**config.mk**
```make
export PLATFORM = sky130hd
export DESIGN_NAME = reset_source_controller
export DESIGN_NICKNAME = d
export VERILOG_FILES = /design/src/rsc_pkg.sv /design/src/hold_timer.sv /design/src/reset_source_controller.sv
export VERILOG_INCLUDE_DIRS = /design/src
export SDC_FILE = /design/constraint.sdc
export NUM_CORES = 1
export LEC_CHECK = 0
export BUFFER_PORTS_ARGS = -buffer_cell sky130_fd_sc_hd__buf_2
export CAP_MARGIN = 25
export CORE_MARGIN = 10
export CORE_UTILIZATION = 29
export CTS_CLUSTER_DIAMETER = 40
export DETAILED_ROUTE_END_ITERATION = 6
export GPL_TIMING_DRIVEN = 1
export PLACE_DENSITY = 0.47
export REMOVE_ABC_BUFFERS = 1
export SYNTH_ARGS = -nofsm -noshare
export SYNTH_HDL_FRONTEND = slang
export SYNTH_SLANG_ARGS = --single-unit
```
**constraint.sdc**
```tcl
create_clock -name CLK -period 5.05 [get_ports CLK]
set_input_delay 0.505 -clock CLK [delete_from_list [all_inputs] [get_ports CLK]]
set_output_delay 0.505 -clock CLK [all_outputs]
set_load 0.01 [all_outputs]
```
**src/rsc_defs.svh**
```systemverilog
`ifndef RSC_DEFS_SVH
`define RSC_DEFS_SVH

// ------------
// register byte offsets
// ------------
`define OFS_RESET_STATUS   8'h00
`define OFS_INT_STATUS     8'h04
`define OFS_INT_CLEAR      8'h08
`define OFS_INT_ENABLE     8'h0C
`define OFS_CTRL           8'h10

// ------------
// reset cause flags in reset_status_reg
// ------------
`define FLAG_WDG_OVF       0
`define FLAG_IWDG_UNDER    1
`define FLAG_DSTBY         2
`define FLAG_LV_TWO        3
`define FLAG_LV_ONE        4
`define FLAG_POWER_ON      5
`define FLAG_W             6
`define FLAG_RESET_VAL     6'h20

// ------------
// interrupt status / clear / enable bits
// ------------
`define INT_LV_ONE         0
`define INT_LV_TWO         1
`define INT_WDG            2
`define INT_W              3

// ------------
// reset sources, one hold timer each
// ------------
`define SRC_POR            0
`define SRC_LV_ONE         1
`define SRC_LV_TWO         2
`define SRC_DSTBY          3
`define SRC_IWDG           4
`define SRC_WDG            5
`define SRC_N              6

// ------------
// timing, in ns, and the clock period
// ------------
`define CLK_NS             50
`define POR_HOLD_NS        10000
`define LV_STAB_NS         100000
`define WDG_DELAY_NS       1000
`define DSTBY_STEP_NS      1000

// ------------
// bus answers and hold timer width
// ------------
`define RESP_OKAY          2'h0
`define RESP_SLVERR        2'h2
`define TIMER_W            16

`endif

```
**src/rsc_pkg.sv**
```systemverilog
package rsc_pkg;

  // software control word of the block
  typedef struct packed {
    logic [5:0] wait_time;    // deep_standby_wait_time
    logic       wdg_rst_en;   // watchdog_reset_enable
    logic       lv_two_rst;   // 1: reset, 0: interrupt
    logic       lv_two_en;
    logic       lv_one_rst;
    logic       lv_one_en;
  } ctrl_t;

  // bus sequencer, one-hot
  typedef enum logic [2:0] {
    BUS_IDLE  = 3'b001,
    BUS_WRESP = 3'b010,
    BUS_RRESP = 3'b100
  } bus_state_t;

  // register select
  typedef enum logic [2:0] {
    SEL_NONE, SEL_RST, SEL_IST, SEL_ICLR, SEL_IEN, SEL_CTRL
  } reg_sel_t;

endpackage : rsc_pkg

```
**src/hold_timer.sv**
```systemverilog
`timescale 1ns/1ps
`include "rsc_defs.svh"

// holds busy while req is high, then for len more cycles
module hold_timer (
  input  wire logic                    clk,
  input  wire logic                    reset,
  input  wire logic                    ce,
  input  wire logic                    req,
  input  wire logic [`TIMER_W-1:0]     len,
  output logic                         busy
);

  logic [`TIMER_W-1:0] cnt;  // cycles still to hold

  // ------------
  // reload while asked, then count down
  // ------------
  always_ff @(posedge clk or posedge reset) begin
    if (reset) begin
      cnt <= '0;
    end else if (ce) begin
      if (req) begin
        cnt <= len;                    // restart on every request cycle
      end else if (cnt != '0) begin
        cnt <= cnt - 1'b1;
      end
    end
  end

  assign busy = req | (cnt != '0);

endmodule : hold_timer

```
**src/reset_source_controller.sv**
```systemverilog
`timescale 1ns/1ps
`include "rsc_defs.svh"

// Notes on behaviour
// [RULE1] below a level: interrupt or reset, as configured
// [RULE2] voltage reset held for stabilization after recovery
// [RULE3] voltage detection disabled after every reset
// [RULE4] standby wake gives reset and oscillator restart
// [RULE5] standby reset held for six-bit wait time
// [RULE6] independent watchdog underflow: reset, set flag
// [RULE7] independent watchdog reset self-releases after delay
// [RULE8] system watchdog resets only when reset enabled
// [RULE9] watchdog overflow: pin low, flag set
// [RULE10] system watchdog reset self-releases after delay
// [RULE11] power-on flag set by power-on, cleared pin
// [RULE12] independent watchdog refresh error also resets
// [RULE13] pin low holds the device in reset
// [RULE14] cause flags survive the reset they record
module reset_source_controller (
  input  wire logic        CLK,
  input  wire logic        RESET,           // power-on detector
  input  wire logic        CE,
  input  wire logic        EXT_RESET_N,
  input  wire logic        LOW_VOLT_LEVEL_ONE,
  input  wire logic        LOW_VOLT_LEVEL_TWO,
  input  wire logic        STANDBY_WAKE,
  input  wire logic        IWDG_UNDERFLOW,
  input  wire logic        IWDG_REFRESH_ERR,
  input  wire logic        WDG_OVERFLOW,
  output logic             SYS_RESET,
  output logic             OSC_START,
  output logic             WATCHDOG_OVERFLOW_OUT_N,
  output logic             IRQ,
  input  wire logic [7:0]  S_AXI_AWADDR,
  input  wire logic        S_AXI_AWVALID,
  output logic             S_AXI_AWREADY,
  input  wire logic [31:0] S_AXI_WDATA,
  input  wire logic [3:0]  S_AXI_WSTRB,
  input  wire logic        S_AXI_WVALID,
  output logic             S_AXI_WREADY,
  output logic [1:0]       S_AXI_BRESP,
  output logic             S_AXI_BVALID,
  input  wire logic        S_AXI_BREADY,
  input  wire logic [7:0]  S_AXI_ARADDR,
  input  wire logic        S_AXI_ARVALID,
  output logic             S_AXI_ARREADY,
  output logic [31:0]      S_AXI_RDATA,
  output logic [1:0]       S_AXI_RRESP,
  output logic             S_AXI_RVALID,
  input  wire logic        S_AXI_RREADY
);
  // ------------
  // cycle counts derived from times
  // ------------
  localparam int POR_CYC   = (`POR_HOLD_NS + `CLK_NS - 1) / `CLK_NS;
  localparam int STAB_CYC  = (`LV_STAB_NS + `CLK_NS - 1) / `CLK_NS;
  localparam int WDG_CYC   = (`WDG_DELAY_NS + `CLK_NS - 1) / `CLK_NS;
  localparam int DSTEP_CYC = (`DSTBY_STEP_NS + `CLK_NS - 1) / `CLK_NS;
  // ------------
  // declarations
  // ------------
  rsc_pkg::ctrl_t      ctrl;               // control word
  rsc_pkg::bus_state_t bus_state;          // bus sequencer
  logic [`FLAG_W-1:0]  flags;              // reset_status_reg
  logic [`INT_W-1:0]   int_status;         // sticky events
  logic [`INT_W-1:0]   int_enable;         // interrupt mask
  logic [`SRC_N-1:0]   src_req;            // timer requests
  logic [`SRC_N-1:0]   src_busy;           // timer outputs
  logic [`TIMER_W-1:0] hold_len [`SRC_N];  // per-source hold
  logic                por_req;            // one cycle after power-on
  logic [1:0]          lv_below, lv_prev;  // levels, now and last cycle
  logic [1:0]          lv_en, lv_rst;      // enable, reset choice
  logic [1:0]          lv_trip;            // voltage reset active
  logic                wdg_arm;            // overflow became a reset
  logic                next_sys_reset;
  logic [`INT_W-1:0]   int_event;
  logic [7:0]          aw_addr, ar_addr;   // captured addresses
  logic [31:0]         w_data, rd_word;
  logic [3:0]          w_strb;
  logic                aw_have, w_have, ar_have;
  logic                wr_go, rd_go;       // access performed now
  rsc_pkg::reg_sel_t   wr_sel, rd_sel;
  // ------------
  // address decode, shared by both paths
  // ------------
  function automatic rsc_pkg::reg_sel_t decode(input logic [7:0] addr);
    logic [7:0] word_addr;
    word_addr = {addr[7:2], 2'b00};
    case (word_addr)
      `OFS_RESET_STATUS: decode = rsc_pkg::SEL_RST;
      `OFS_INT_STATUS:   decode = rsc_pkg::SEL_IST;
      `OFS_INT_CLEAR:    decode = rsc_pkg::SEL_ICLR;
      `OFS_INT_ENABLE:   decode = rsc_pkg::SEL_IEN;
      `OFS_CTRL:         decode = rsc_pkg::SEL_CTRL;
      default:           decode = rsc_pkg::SEL_NONE;
    endcase
  endfunction : decode

  assign wr_sel   = decode(aw_addr);
  assign rd_sel   = decode(ar_addr);
  assign wr_go    = (bus_state == rsc_pkg::BUS_IDLE) & aw_have & w_have;
  assign rd_go    = (bus_state == rsc_pkg::BUS_IDLE) & ar_have & ~wr_go;
  assign lv_below = {LOW_VOLT_LEVEL_TWO, LOW_VOLT_LEVEL_ONE};
  assign lv_en    = {ctrl.lv_two_en, ctrl.lv_one_en};
  assign lv_rst   = {ctrl.lv_two_rst, ctrl.lv_one_rst};
  // ------------
  // reset sources and hold lengths
  // ------------
  assign src_req[`SRC_POR]    = por_req;
  assign src_req[`SRC_LV_ONE] = lv_trip[0];                         // RULE2
  assign src_req[`SRC_LV_TWO] = lv_trip[1];                         // RULE2
  assign src_req[`SRC_DSTBY]  = STANDBY_WAKE;                       // RULE4
  assign src_req[`SRC_IWDG]   = IWDG_UNDERFLOW | IWDG_REFRESH_ERR;  // RULE6 RULE12
  assign src_req[`SRC_WDG]    = WDG_OVERFLOW;

  assign hold_len[`SRC_POR]    = `TIMER_W'(POR_CYC);
  assign hold_len[`SRC_LV_ONE] = `TIMER_W'(STAB_CYC);
  assign hold_len[`SRC_LV_TWO] = `TIMER_W'(STAB_CYC);
  assign hold_len[`SRC_DSTBY]  = `TIMER_W'((32'(ctrl.wait_time) + 1) * DSTEP_CYC); // RULE5
  assign hold_len[`SRC_IWDG]   = `TIMER_W'(WDG_CYC);                // RULE7
  assign hold_len[`SRC_WDG]    = `TIMER_W'(WDG_CYC);                // RULE10

  // one hold timer per source
  genvar gi;
  generate
    for (gi = 0; gi < `SRC_N; gi++) begin : g_hold
      hold_timer u_hold (
        .clk   (CLK),
        .reset (RESET),
        .ce    (CE),
        .req   (src_req[gi]),
        .len   (hold_len[gi]),
        .busy  (src_busy[gi])
      );
    end
  endgenerate
  // ------------
  // reset combine; pin acts at once, others timed
  // ------------
  assign next_sys_reset = ~EXT_RESET_N                  // RULE13
                        | src_busy[`SRC_POR]
                        | src_busy[`SRC_LV_ONE]
                        | src_busy[`SRC_LV_TWO]
                        | src_busy[`SRC_DSTBY]           // RULE5
                        | src_busy[`SRC_IWDG]            // RULE7
                        | (src_busy[`SRC_WDG] & wdg_arm); // RULE8

  // registered reset and oscillator outputs
  always_ff @(posedge CLK or posedge RESET) begin
    if (RESET) begin
      SYS_RESET               <= 1'b1;
      OSC_START               <= 1'b0;
      WATCHDOG_OVERFLOW_OUT_N <= 1'b1;
      por_req                 <= 1'b1;
    end else if (CE) begin
      SYS_RESET               <= next_sys_reset;
      OSC_START               <= src_busy[`SRC_DSTBY];       // RULE4
      WATCHDOG_OVERFLOW_OUT_N <= ~src_busy[`SRC_WDG];        // RULE9
      por_req                 <= 1'b0;
    end
  end

  // watchdog reset choice is caught at the overflow itself
  always_ff @(posedge CLK or posedge RESET) begin
    if (RESET) begin
      wdg_arm <= 1'b0;
    end else if (CE) begin
      if (WDG_OVERFLOW) begin
        wdg_arm <= ctrl.wdg_rst_en;                          // RULE8
      end else if (!src_busy[`SRC_WDG]) begin
        wdg_arm <= 1'b0;
      end
    end
  end
  // ------------
  // voltage monitors; trip lasts until supply recovers
  // ------------
  always_ff @(posedge CLK or posedge RESET) begin
    if (RESET) begin
      lv_prev <= 2'h0;
      lv_trip <= 2'h0;
    end else if (CE) begin
      lv_prev <= lv_below;
      for (int i = 0; i < 2; i++) begin
        if (!lv_below[i]) begin
          lv_trip[i] <= 1'b0;                                // RULE2
        end else if (!lv_prev[i] && lv_en[i] && lv_rst[i]) begin
          lv_trip[i] <= 1'b1;                                // RULE1
        end
      end
    end
  end

  // interrupt events; watchdog only when it did not reset
  assign int_event[`INT_LV_ONE] = lv_below[0] & ~lv_prev[0] & lv_en[0] & ~lv_rst[0]; // RULE1
  assign int_event[`INT_LV_TWO] = lv_below[1] & ~lv_prev[1] & lv_en[1] & ~lv_rst[1]; // RULE1
  assign int_event[`INT_WDG]    = WDG_OVERFLOW & ~ctrl.wdg_rst_en;                   // RULE8
  // ------------
  // control word; voltage enables cleared under every reset, whole word only at power-on
  // ------------
  always_ff @(posedge CLK or posedge RESET) begin
    if (RESET) begin
      ctrl <= '0;
    end else if (CE) begin
      if (SYS_RESET) begin
        ctrl.lv_one_en <= 1'b0;                              // RULE3
        ctrl.lv_two_en <= 1'b0;                              // RULE3
      end else if (wr_go && wr_sel == rsc_pkg::SEL_CTRL) begin
        if (w_strb[0]) begin
          ctrl.wdg_rst_en <= w_data[4];
          ctrl.lv_two_rst <= w_data[3];
          ctrl.lv_two_en  <= w_data[2];
          ctrl.lv_one_rst <= w_data[1];
          ctrl.lv_one_en  <= w_data[0];
        end
        if (w_strb[1]) begin
          ctrl.wait_time <= w_data[13:8];
        end
      end
    end
  end
  // ------------
  // cause flags; power-on and bus writes clear them, SYS_RESET does not
  // ------------
  always_ff @(posedge CLK or posedge RESET) begin
    if (RESET) begin
      flags <= `FLAG_RESET_VAL;                              // RULE11
    end else if (CE) begin
      // write one to clear first, so a same-cycle set wins
      if (wr_go && wr_sel == rsc_pkg::SEL_RST && w_strb[0]) begin
        flags <= flags & ~w_data[`FLAG_W-1:0];
      end
      if (!EXT_RESET_N) begin
        flags[`FLAG_POWER_ON] <= 1'b0;                       // RULE11
      end
      if (WDG_OVERFLOW) begin
        flags[`FLAG_WDG_OVF] <= 1'b1;                        // RULE9 RULE14
      end
      if (src_req[`SRC_IWDG]) begin
        flags[`FLAG_IWDG_UNDER] <= 1'b1;                     // RULE6 RULE14
      end
      if (STANDBY_WAKE) begin
        flags[`FLAG_DSTBY] <= 1'b1;                          // RULE14
      end
      if (lv_trip[0]) begin
        flags[`FLAG_LV_ONE] <= 1'b1;                         // RULE14
      end
      if (lv_trip[1]) begin
        flags[`FLAG_LV_TWO] <= 1'b1;                         // RULE14
      end
    end
  end
  // ------------
  // interrupt status, enable and output
  // ------------
  always_ff @(posedge CLK or posedge RESET) begin
    if (RESET) begin
      int_status <= '0;
      int_enable <= '0;
      IRQ        <= 1'b0;
    end else if (CE) begin
      // set wins over a clear in the same cycle
      if (wr_go && wr_sel == rsc_pkg::SEL_ICLR && w_strb[0]) begin
        int_status <= (int_status & ~w_data[`INT_W-1:0]) | int_event;
      end else begin
        int_status <= int_status | int_event;
      end
      if (wr_go && wr_sel == rsc_pkg::SEL_IEN && w_strb[0]) begin
        int_enable <= w_data[`INT_W-1:0];
      end
      IRQ <= |(int_status & int_enable);
    end
  end
  // ------------
  // bus: capture address and data in either order
  // ------------
  always_ff @(posedge CLK or posedge RESET) begin
    if (RESET) begin
      S_AXI_AWREADY <= 1'b0;
      S_AXI_WREADY  <= 1'b0;
      S_AXI_ARREADY <= 1'b0;
      aw_have       <= 1'b0;
      w_have        <= 1'b0;
      ar_have       <= 1'b0;
      aw_addr       <= 8'h00;
      ar_addr       <= 8'h00;
      w_data        <= 32'h0000_0000;
      w_strb        <= 4'h0;
    end else if (CE) begin
      // ready is a one-cycle pulse, so each item is taken once
      S_AXI_AWREADY <= ~aw_have & S_AXI_AWVALID & ~S_AXI_AWREADY;
      S_AXI_WREADY  <= ~w_have & S_AXI_WVALID & ~S_AXI_WREADY;
      S_AXI_ARREADY <= ~ar_have & S_AXI_ARVALID & ~S_AXI_ARREADY;
      if (S_AXI_AWREADY && S_AXI_AWVALID) begin
        aw_have <= 1'b1;
        aw_addr <= S_AXI_AWADDR;
      end else if (wr_go) begin
        aw_have <= 1'b0;
      end
      if (S_AXI_WREADY && S_AXI_WVALID) begin
        w_have <= 1'b1;
        w_data <= S_AXI_WDATA;
        w_strb <= S_AXI_WSTRB;
      end else if (wr_go) begin
        w_have <= 1'b0;
      end
      if (S_AXI_ARREADY && S_AXI_ARVALID) begin
        ar_have <= 1'b1;
        ar_addr <= S_AXI_ARADDR;
      end else if (rd_go) begin
        ar_have <= 1'b0;
      end
    end
  end

  // read data mux; write-only and unmapped read as zero
  always_comb begin
    rd_word = 32'h0000_0000;
    case (rd_sel)
      rsc_pkg::SEL_RST:  rd_word[`FLAG_W-1:0] = flags;
      rsc_pkg::SEL_IST:  rd_word[`INT_W-1:0]  = int_status;
      rsc_pkg::SEL_IEN:  rd_word[`INT_W-1:0]  = int_enable;
      rsc_pkg::SEL_CTRL: rd_word = {18'h00000, ctrl.wait_time, 3'h0,
                                    ctrl.wdg_rst_en, ctrl.lv_two_rst, ctrl.lv_two_en,
                                    ctrl.lv_one_rst, ctrl.lv_one_en};
      default:           rd_word = 32'h0000_0000;
    endcase
  end
  // ------------
  // bus sequencer; writes take priority over reads
  // ------------
  always_ff @(posedge CLK or posedge RESET) begin
    if (RESET) begin
      bus_state    <= rsc_pkg::BUS_IDLE;
      S_AXI_BVALID <= 1'b0;
      S_AXI_BRESP  <= `RESP_OKAY;
      S_AXI_RVALID <= 1'b0;
      S_AXI_RRESP  <= `RESP_OKAY;
      S_AXI_RDATA  <= 32'h0000_0000;
    end else if (CE) begin
      case (bus_state)
        rsc_pkg::BUS_IDLE: begin
          if (wr_go) begin
            S_AXI_BVALID <= 1'b1;
            S_AXI_BRESP  <= (wr_sel == rsc_pkg::SEL_NONE) ? `RESP_SLVERR : `RESP_OKAY;
            bus_state    <= rsc_pkg::BUS_WRESP;
          end else if (rd_go) begin
            S_AXI_RVALID <= 1'b1;
            S_AXI_RDATA  <= rd_word;
            S_AXI_RRESP  <= (rd_sel == rsc_pkg::SEL_NONE) ? `RESP_SLVERR : `RESP_OKAY;
            bus_state    <= rsc_pkg::BUS_RRESP;
          end
        end
        rsc_pkg::BUS_WRESP: begin
          if (S_AXI_BREADY) begin
            S_AXI_BVALID <= 1'b0;
            bus_state    <= rsc_pkg::BUS_IDLE;
          end
        end
        rsc_pkg::BUS_RRESP: begin
          if (S_AXI_RREADY) begin
            S_AXI_RVALID <= 1'b0;
            bus_state    <= rsc_pkg::BUS_IDLE;
          end
        end
        default: bus_state <= rsc_pkg::BUS_IDLE;  // recover from illegal code
      endcase
    end
  end

endmodule : reset_source_controller

```
# Word level (Yosys, flattened, before mapping)
# Cells that the tools add are included.
[op_classes]
n_mux = 54
bitwise_logic = 53
n_mul = 1
eq_ne = 29
reduce_logical = 75
addsub = 7
[op_table]
columns = ["cell", "n"]
rows = [
  ["$mux 16", 12],
  ["$reduce_bool 16->1", 6],
  ["$sub 16x1->16 const B", 6],
  ["$reduce_and 2->1", 22],
  ["$reduce_bool 2->1", 18],
  ["$pmux 3 s5", 2],
  ["$eq 6x2->1 const B", 4],
  ["$mux 1", 24],
  ["$mux 3", 7],
  ["$reduce_and 4->1", 5],
  ["$and 1x1->1", 18],
  ["$eq 3x3->1 const B", 5],
  ["$not 1->1", 15],
  ["$logic_and 1x1->1", 14],
  ["$or 1x1->1", 13],
  ["$eq 6x1->1 const B", 2],
  ["$eq 6x3->1 const B", 2],
  ["$logic_not 6->1", 2],
  ["$ne 2x2->1 const B", 6],
  ["$pmux 3 s4", 1],
  ["$mul 7x3->10 const B", 1],
  ["$eq 3x1->1 const B", 3],
  ["$eq 3x2->1 const B", 3],
  ["$pmux 3 s3", 1],
  ["18 further kinds", 27],
]
[totals]
elab_cells = 264
register_bits = 208
input_bits = 67
out_inout_bits = 45

# Longest topological paths before layout
[logic_depth]
ltp_word = 8
ltp_mapped = 12
depth_no_buf = 12

# Hierarchy
# A second synthesis with hierarchy kept.
[hier_totals]
hier_cells = 1124
hier_area_um2 = 10871.7
[by_module_without_submodules]
columns = ["mod", "area_each_um2", "cells_per_inst", "instances", "seq_area_each_um2"]
rows = [
  ["hold_timer", 1124.8, 127, 6, 400.4],
  ["reset_source_controller", 4122.7, 362, 1, 2108.3],
]

# Worst setup path after synthesis
# Ideal clock, no wire load.
[synth_path]
path_kind = "register to register"
startpoint = "register ctrl[7] (netlist name)"
endpoint = "register g_hold[3].u_hold.cnt[11]"
setup_slack_ps = 2456
required_ps = 4963
path_stages_with_launch = 12
setup_ps = 87
arrival_time_ps = 2507
period_less_slack_ps = 2594
path_cell_list = "dfrtp_1 clkbuf_1 nand3_1 xnor2_1 ha_1 ha_1 inv_1 fa_1 nor2b_1 o22ai_1 a2111o_1 o211ai_1"
[synth_via]
elab_chain_len = 3
[synth_lines]
columns = ["element", "line_no", "text"]
rows = [
  ["start: declaration", "reset_source_controller.sv:62", "rsc_pkg::ctrl_t ctrl;"],
  ["$add 6x1->7", "reset_source_controller.sv:119", "assign hold_len[`SRC_DSTBY] = `TIMER_W'((32'(ctrl.wait_time) + 1) * DSTEP_CYC);"],
  ["$mul 7x3->10", "reset_source_controller.sv:119", ""],
  ["$mux 16", "hold_timer.sv:23", "if (req) begin"],
  ["end signal: assignment", "hold_timer.sv:24", "cnt <= len;"],
  ["end signal: assignment", "hold_timer.sv:26", "cnt <= cnt - 1'b1;"],
  ["end: declaration", "hold_timer.sv:14", "logic [`TIMER_W-1:0] cnt;"],
]
# Every way passes these cells.
# A chain may end at the register's enable or synchronous reset.

# Final worst setup path
[layout_path]
startpoint = "register g_hold[2].u_hold.cnt[2]"
endpoint = "register SYS_RESET"
[layout_via]
elab_chain_len = 6
[layout_lines]
columns = ["element", "line_no", "text"]
rows = [
  ["start: declaration", "hold_timer.sv:14", ""],
  ["start signal: assignment", "hold_timer.sv:24", ""],
  ["start signal: assignment", "hold_timer.sv:26", ""],
  ["$reduce_bool 16->1", "hold_timer.sv:31", "assign busy = req | (cnt != '0);"],
  ["$or 1x1->1", "hold_timer.sv:31", ""],
  ["$or 1x1->1 (4 in a row)", "reset_source_controller.sv:140", "assign next_sys_reset = ~EXT_RESET_N"],
  ["end signal: assignment", "reset_source_controller.sv:156", "SYS_RESET <= next_sys_reset;"],
  ["end: declaration", "reset_source_controller.sv:30", "output logic SYS_RESET,"],
]
# Every way passes these cells.

==> run summary <==
Broken down by cell family, the worst path's largest delay share belongs to simple AND/OR/NAND/NOR gates. The remaining design rule violation count is 0. In this run the tightest slew margin relative to its limit is a little under two fifths. The area of the core region is around 32000 sq um. Counting flops with a built-in enable in the synthesized netlist gives 0.

The count of synthesis-stage warnings from yosys came out at 0. The number of H-tree branching levels came out at 4. Dividing total power by cell area gives a power density of ~410 nW/um^2. The starting density of the core is approximately 29%. The detail-routed via count per cell is ~5.0. The number of hold violations in the final report came out at 0. The clock drives 180 sinks. The hold-fix buffer count after cts is 0.

The number of top-level design ports is ~110. The clock period minus worst slack is 2.97 ns. In this run the remaining antenna-violating nets after routing total 0.

The distinct cell type count after synthesis came out at 64. The global placement routability congestion came out at about 0.75. Relative to the synthesized area, the layout overhead comes to 13.8%. After synthesis, the cell types taking the most area are dfrtp_1 (47%), mux2_2 (5.1%), nor2_1 (3.3%). The maximum buffer depth of the clock tree is 2. The critical path is of the reg2reg type.

The TritonCTS buffer count came out at 17. Summing the sequential cell areas from Yosys gives approximately half of the chip area. The synthesized netlist occupies a cell area of 9330 sq um.

Setup violations remaining at the end of the flow were counted as 0. Entering global routing, the biggest net connects 95 pins. The critical path goes through or4_1 -> or4_4 -> or4b_1 -> nor4_2 -> a31oi_1. The global routing's busiest layer is met2.

The synthesized area divided by synthesized cell count is between 10 and 15 sq um. The maximum clock frequency came out at 0.337 GHz. Clock-pin slew was measured on the worst setup and hold paths at approximately 0.07 ns. The sum of negative setup slack is 0 ns. The global-route met1 utilization came out at between 10% and 20%. The first global-routing pass estimated ~38000 um of wire. The worst endpoint data arrival time came out at about 3.3 ns. In the synthesized netlist, the number of instances is between 900 and 1000. The number of gates resized after CTS came out at 0. The worst voltage drop across the vdd grid is around 0.23 mV.

The met2 track demand over resource in global routing is 19.9%. The count of buffer and inverter cells on the critical path came out at 0. At the placement stage, the worst setup path has a slack of around 1.9 ns. The floorplan die area came out at just under 40000 sq um. In the post-route analysis, the smallest setup slack over all paths is around 2.1 ns. dfrtp_1 takes more of the synthesized area than any other cell. The worst setup path is launched from a flip-flop. The logic depth of the worst setup path including buffers is 5. The floorplan has between 60 and 70 rows. The leakage power of the design is roughly 4.8 nW. The met3 track demand over resource in global routing came out at under 10%. The number of post-CTS setup repair buffers is 0. The largest individual stage delay along the critical path comes from the cell or4_1. Counting flops with an async set or reset pin after synthesis yields a share of 100%. Across the routed clock network, the largest skew measured is just over 0.009 ns. The first-pass iteration count of the detailed router came out at 5. The number of global-route vias before repair came to 6981. In this run the vertical extent of the chip is around 200 um. The worst-path maximum fanout came out at 13. The final-layout worst hold slack is 0.174 ns. The count of max-cap constraint violations is 0. The total inserted antenna cells is 0. The flow ran to the end, and the final reports show no timing, DRC or antenna violations. For the worst flop-to-flop path, the logic depth is 5. TritonCTS built the clock tree. STA classifies the critical path endpoint as a flip-flop. The share of synthesized area in the top cell type comes to a little under half. Across all layers, the routed design uses 6971 vias. Setup repair after global routing left no endpoint under its margin. The worst hold-check path type is in2async. The iteration-0 DRC count of the detailed router is 398. The placed wire-length estimate came out at ~16000 um.

The overall die width is 199 um. The tree is rooted in a clkbuf_16. The layout net count is roughly 1100.

For this run, the leading register cell type out of synthesis is dfrtp_1. The number of inserted filler cells in the final layout is 3265. The slack of the worst reg-to-reg path came out at about 2.1 ns.

The total overflow left after global routing is 0. At the worst endpoint, the required time is approximately 5.4 ns. The final max-slew violation count came out at 0.

The delay of the slowest critical-path stage is ~0.70 ns. The post-detailed-routing wire length is between 20000 and 25000 um. The number of antenna violations at the first check in global routing is 0. The average wire per cell in the routed design is around 17 um.

The post-route netlist has between 15 and 20% of its cells at a drive strength greater than 1. The global-route usage over all layers is between 10% and 20%. The clock network latency to the later pin of the worst-skew pair came out at about 0.43 ns. The worst path uses 58.7% of the clock period. The total of buffers placed on input and output ports came out at 63.

The total of flip-flops plus latches after synthesis is 180. At the pin with the least slew margin, the transition time is a little over 0.9 ns.
## cells in the mapped netlist (8+ instances only)
cell,count
o31ai_1,15
a21oi_1,42
or4_1,19
a22o_1,12
xor2_1,24
nor4b_1,8
nand2_1,69
nor2_1,81
ha_1,15
a21o_1,16
o21ai_0,38
mux2i_1,10
mux2_2,42
or3_1,22
nand3_1,23
nor3_1,29
nor4_1,24
and2_1,10
or2_2,10
inv_1,31
clkbuf_1,36
dfrtp_1,175
xnor2_1,25
nand4_1,14
buf_4,22
o211ai_1,9
## power breakdown
part / switching (W) / leakage [nW] / internal (W)
Clock: 0.000590 / 0.306 / 0.000819
Sequential: 0.000269 / 2.33 / 0.00171
Combinational: 0.000498 / 2.19 / 0.000426
## registers in the layout (all words and copies together) (netlist names), 3 cells and up
register,cells
g_hold.u_hold.cnt,96
ctrl,11
flags,6
aw_addr,6
w_data,12
int_enable,3
int_status,3
ar_addr,6
S_AXI_RDATA,12
bus_state,3
## per-stage QoR
stage	total power [W]	utilization, %	cells	area, sq um
floorplan	0.00261	-	891	9090
global placement	0.00292	31.5	1363	9970
detailed placement	0.00294	31.6	1364	9980
CTS	0.00437	33.5	1396	10600
global route	0.00460	33.5	1397	10600
finish	0.00431	33.5	1397	10600
## cell type report
| cell class | instances | area [sq um] | share of cell area, % |
|---|---|---|---|
| multi-input cells | 680 | 4460 | 42.1 |
| flip-flops and latches | 180 | 4510 | 42.5 |
| inverters | 31 | 124 | 1.17 |
| repair buffers | 72 | 388 | 3.66 |
| well taps | 402 | 503 | 4.74 |
| clock inverters | 12 | 153 | 1.44 |
| clock buffers | 20 | 467 | 4.40 |
## path summary, 6_finish.rpt
kind	from	endpoint
setup / recovery	g_hold[2].u_hold.cnt[2]	SYS_RESET
hold / removal	RESET	g_hold[5].u_hold.cnt[12]
setup reg to reg	g_hold[2].u_hold.cnt[2]	SYS_RESET
hold reg to reg	w_data[5]	flags[5]
max in group asynchronous	RESET	lv_trip[1]
min in group CLK	S_AXI_BREADY	S_AXI_BVALID
## placed cells by master (no fill, tap or decap), types with 5 or more instances in the layout
master / count
dfrtp_1: 175
nor2_1: 81
nand2_1: 69
buf_2: 64
mux2_2: 42
a21oi_1: 42
o21ai_0: 38
inv_1: 30
nor3_1: 29
xnor2_1: 25
nor4_1: 24
xor2_1: 24
nand3_1: 23
or3_1: 22
conb_1: 22
or4_1: 19
clkbuf_16: 17
a21o_1: 16
o31ai_1: 15
ha_1: 15
nand4_1: 14
a22o_1: 12
and2_1: 10
or2_2: 10
mux2i_1: 10
o211ai_1: 9
nor4b_1: 8
nand2b_1: 7
nor3b_1: 7
o2111ai_1: 7
a2bb2oi_1: 7
buf_4: 7
nor2b_1: 6
o41ai_1: 6
dfstp_2: 5
or3b_2: 5
## worst reg2reg max path, delay by kind of cell, from the launching register on
family | cells | cell delay [ns]
compound gates | 1 | 0.15
simple gates | 4 | 2.32
flops | 1 | 0.42
## routing by layer
| layer | wire, um | vias up |
|---|---|---|
| met1 | 11100 | 3423 |
| met3 | 846 | 13 |
| met2 | 11100 | 80 |
| met5 | 0 | - |
| met4 | 191 | 0 |
| li1 | - | 3455 |
## logic make-up (layout without fill, tap and decap cells)
| kind of cell | after synthesis | in the layout | share of synthesized area [%] |
|---|---|---|---|
| AOI/OAI and AO/OA | 186 | 186 | 13.5 |
| xor gates and xnor gates | 50 | 50 | 4.84 |
| adders and majority gates | 16 | 16 | 2.23 |
| buffers and inverters | 92 | 135 | 4.60 |
| DFF | 180 | 180 | 48.4 |
| muxes | 52 | 52 | 6.15 |
| other | 1 | 22 | 0.0402 |
| and+or+nand+nor | 354 | 354 | 20.3 |
(Power assumes the default switching activity.)
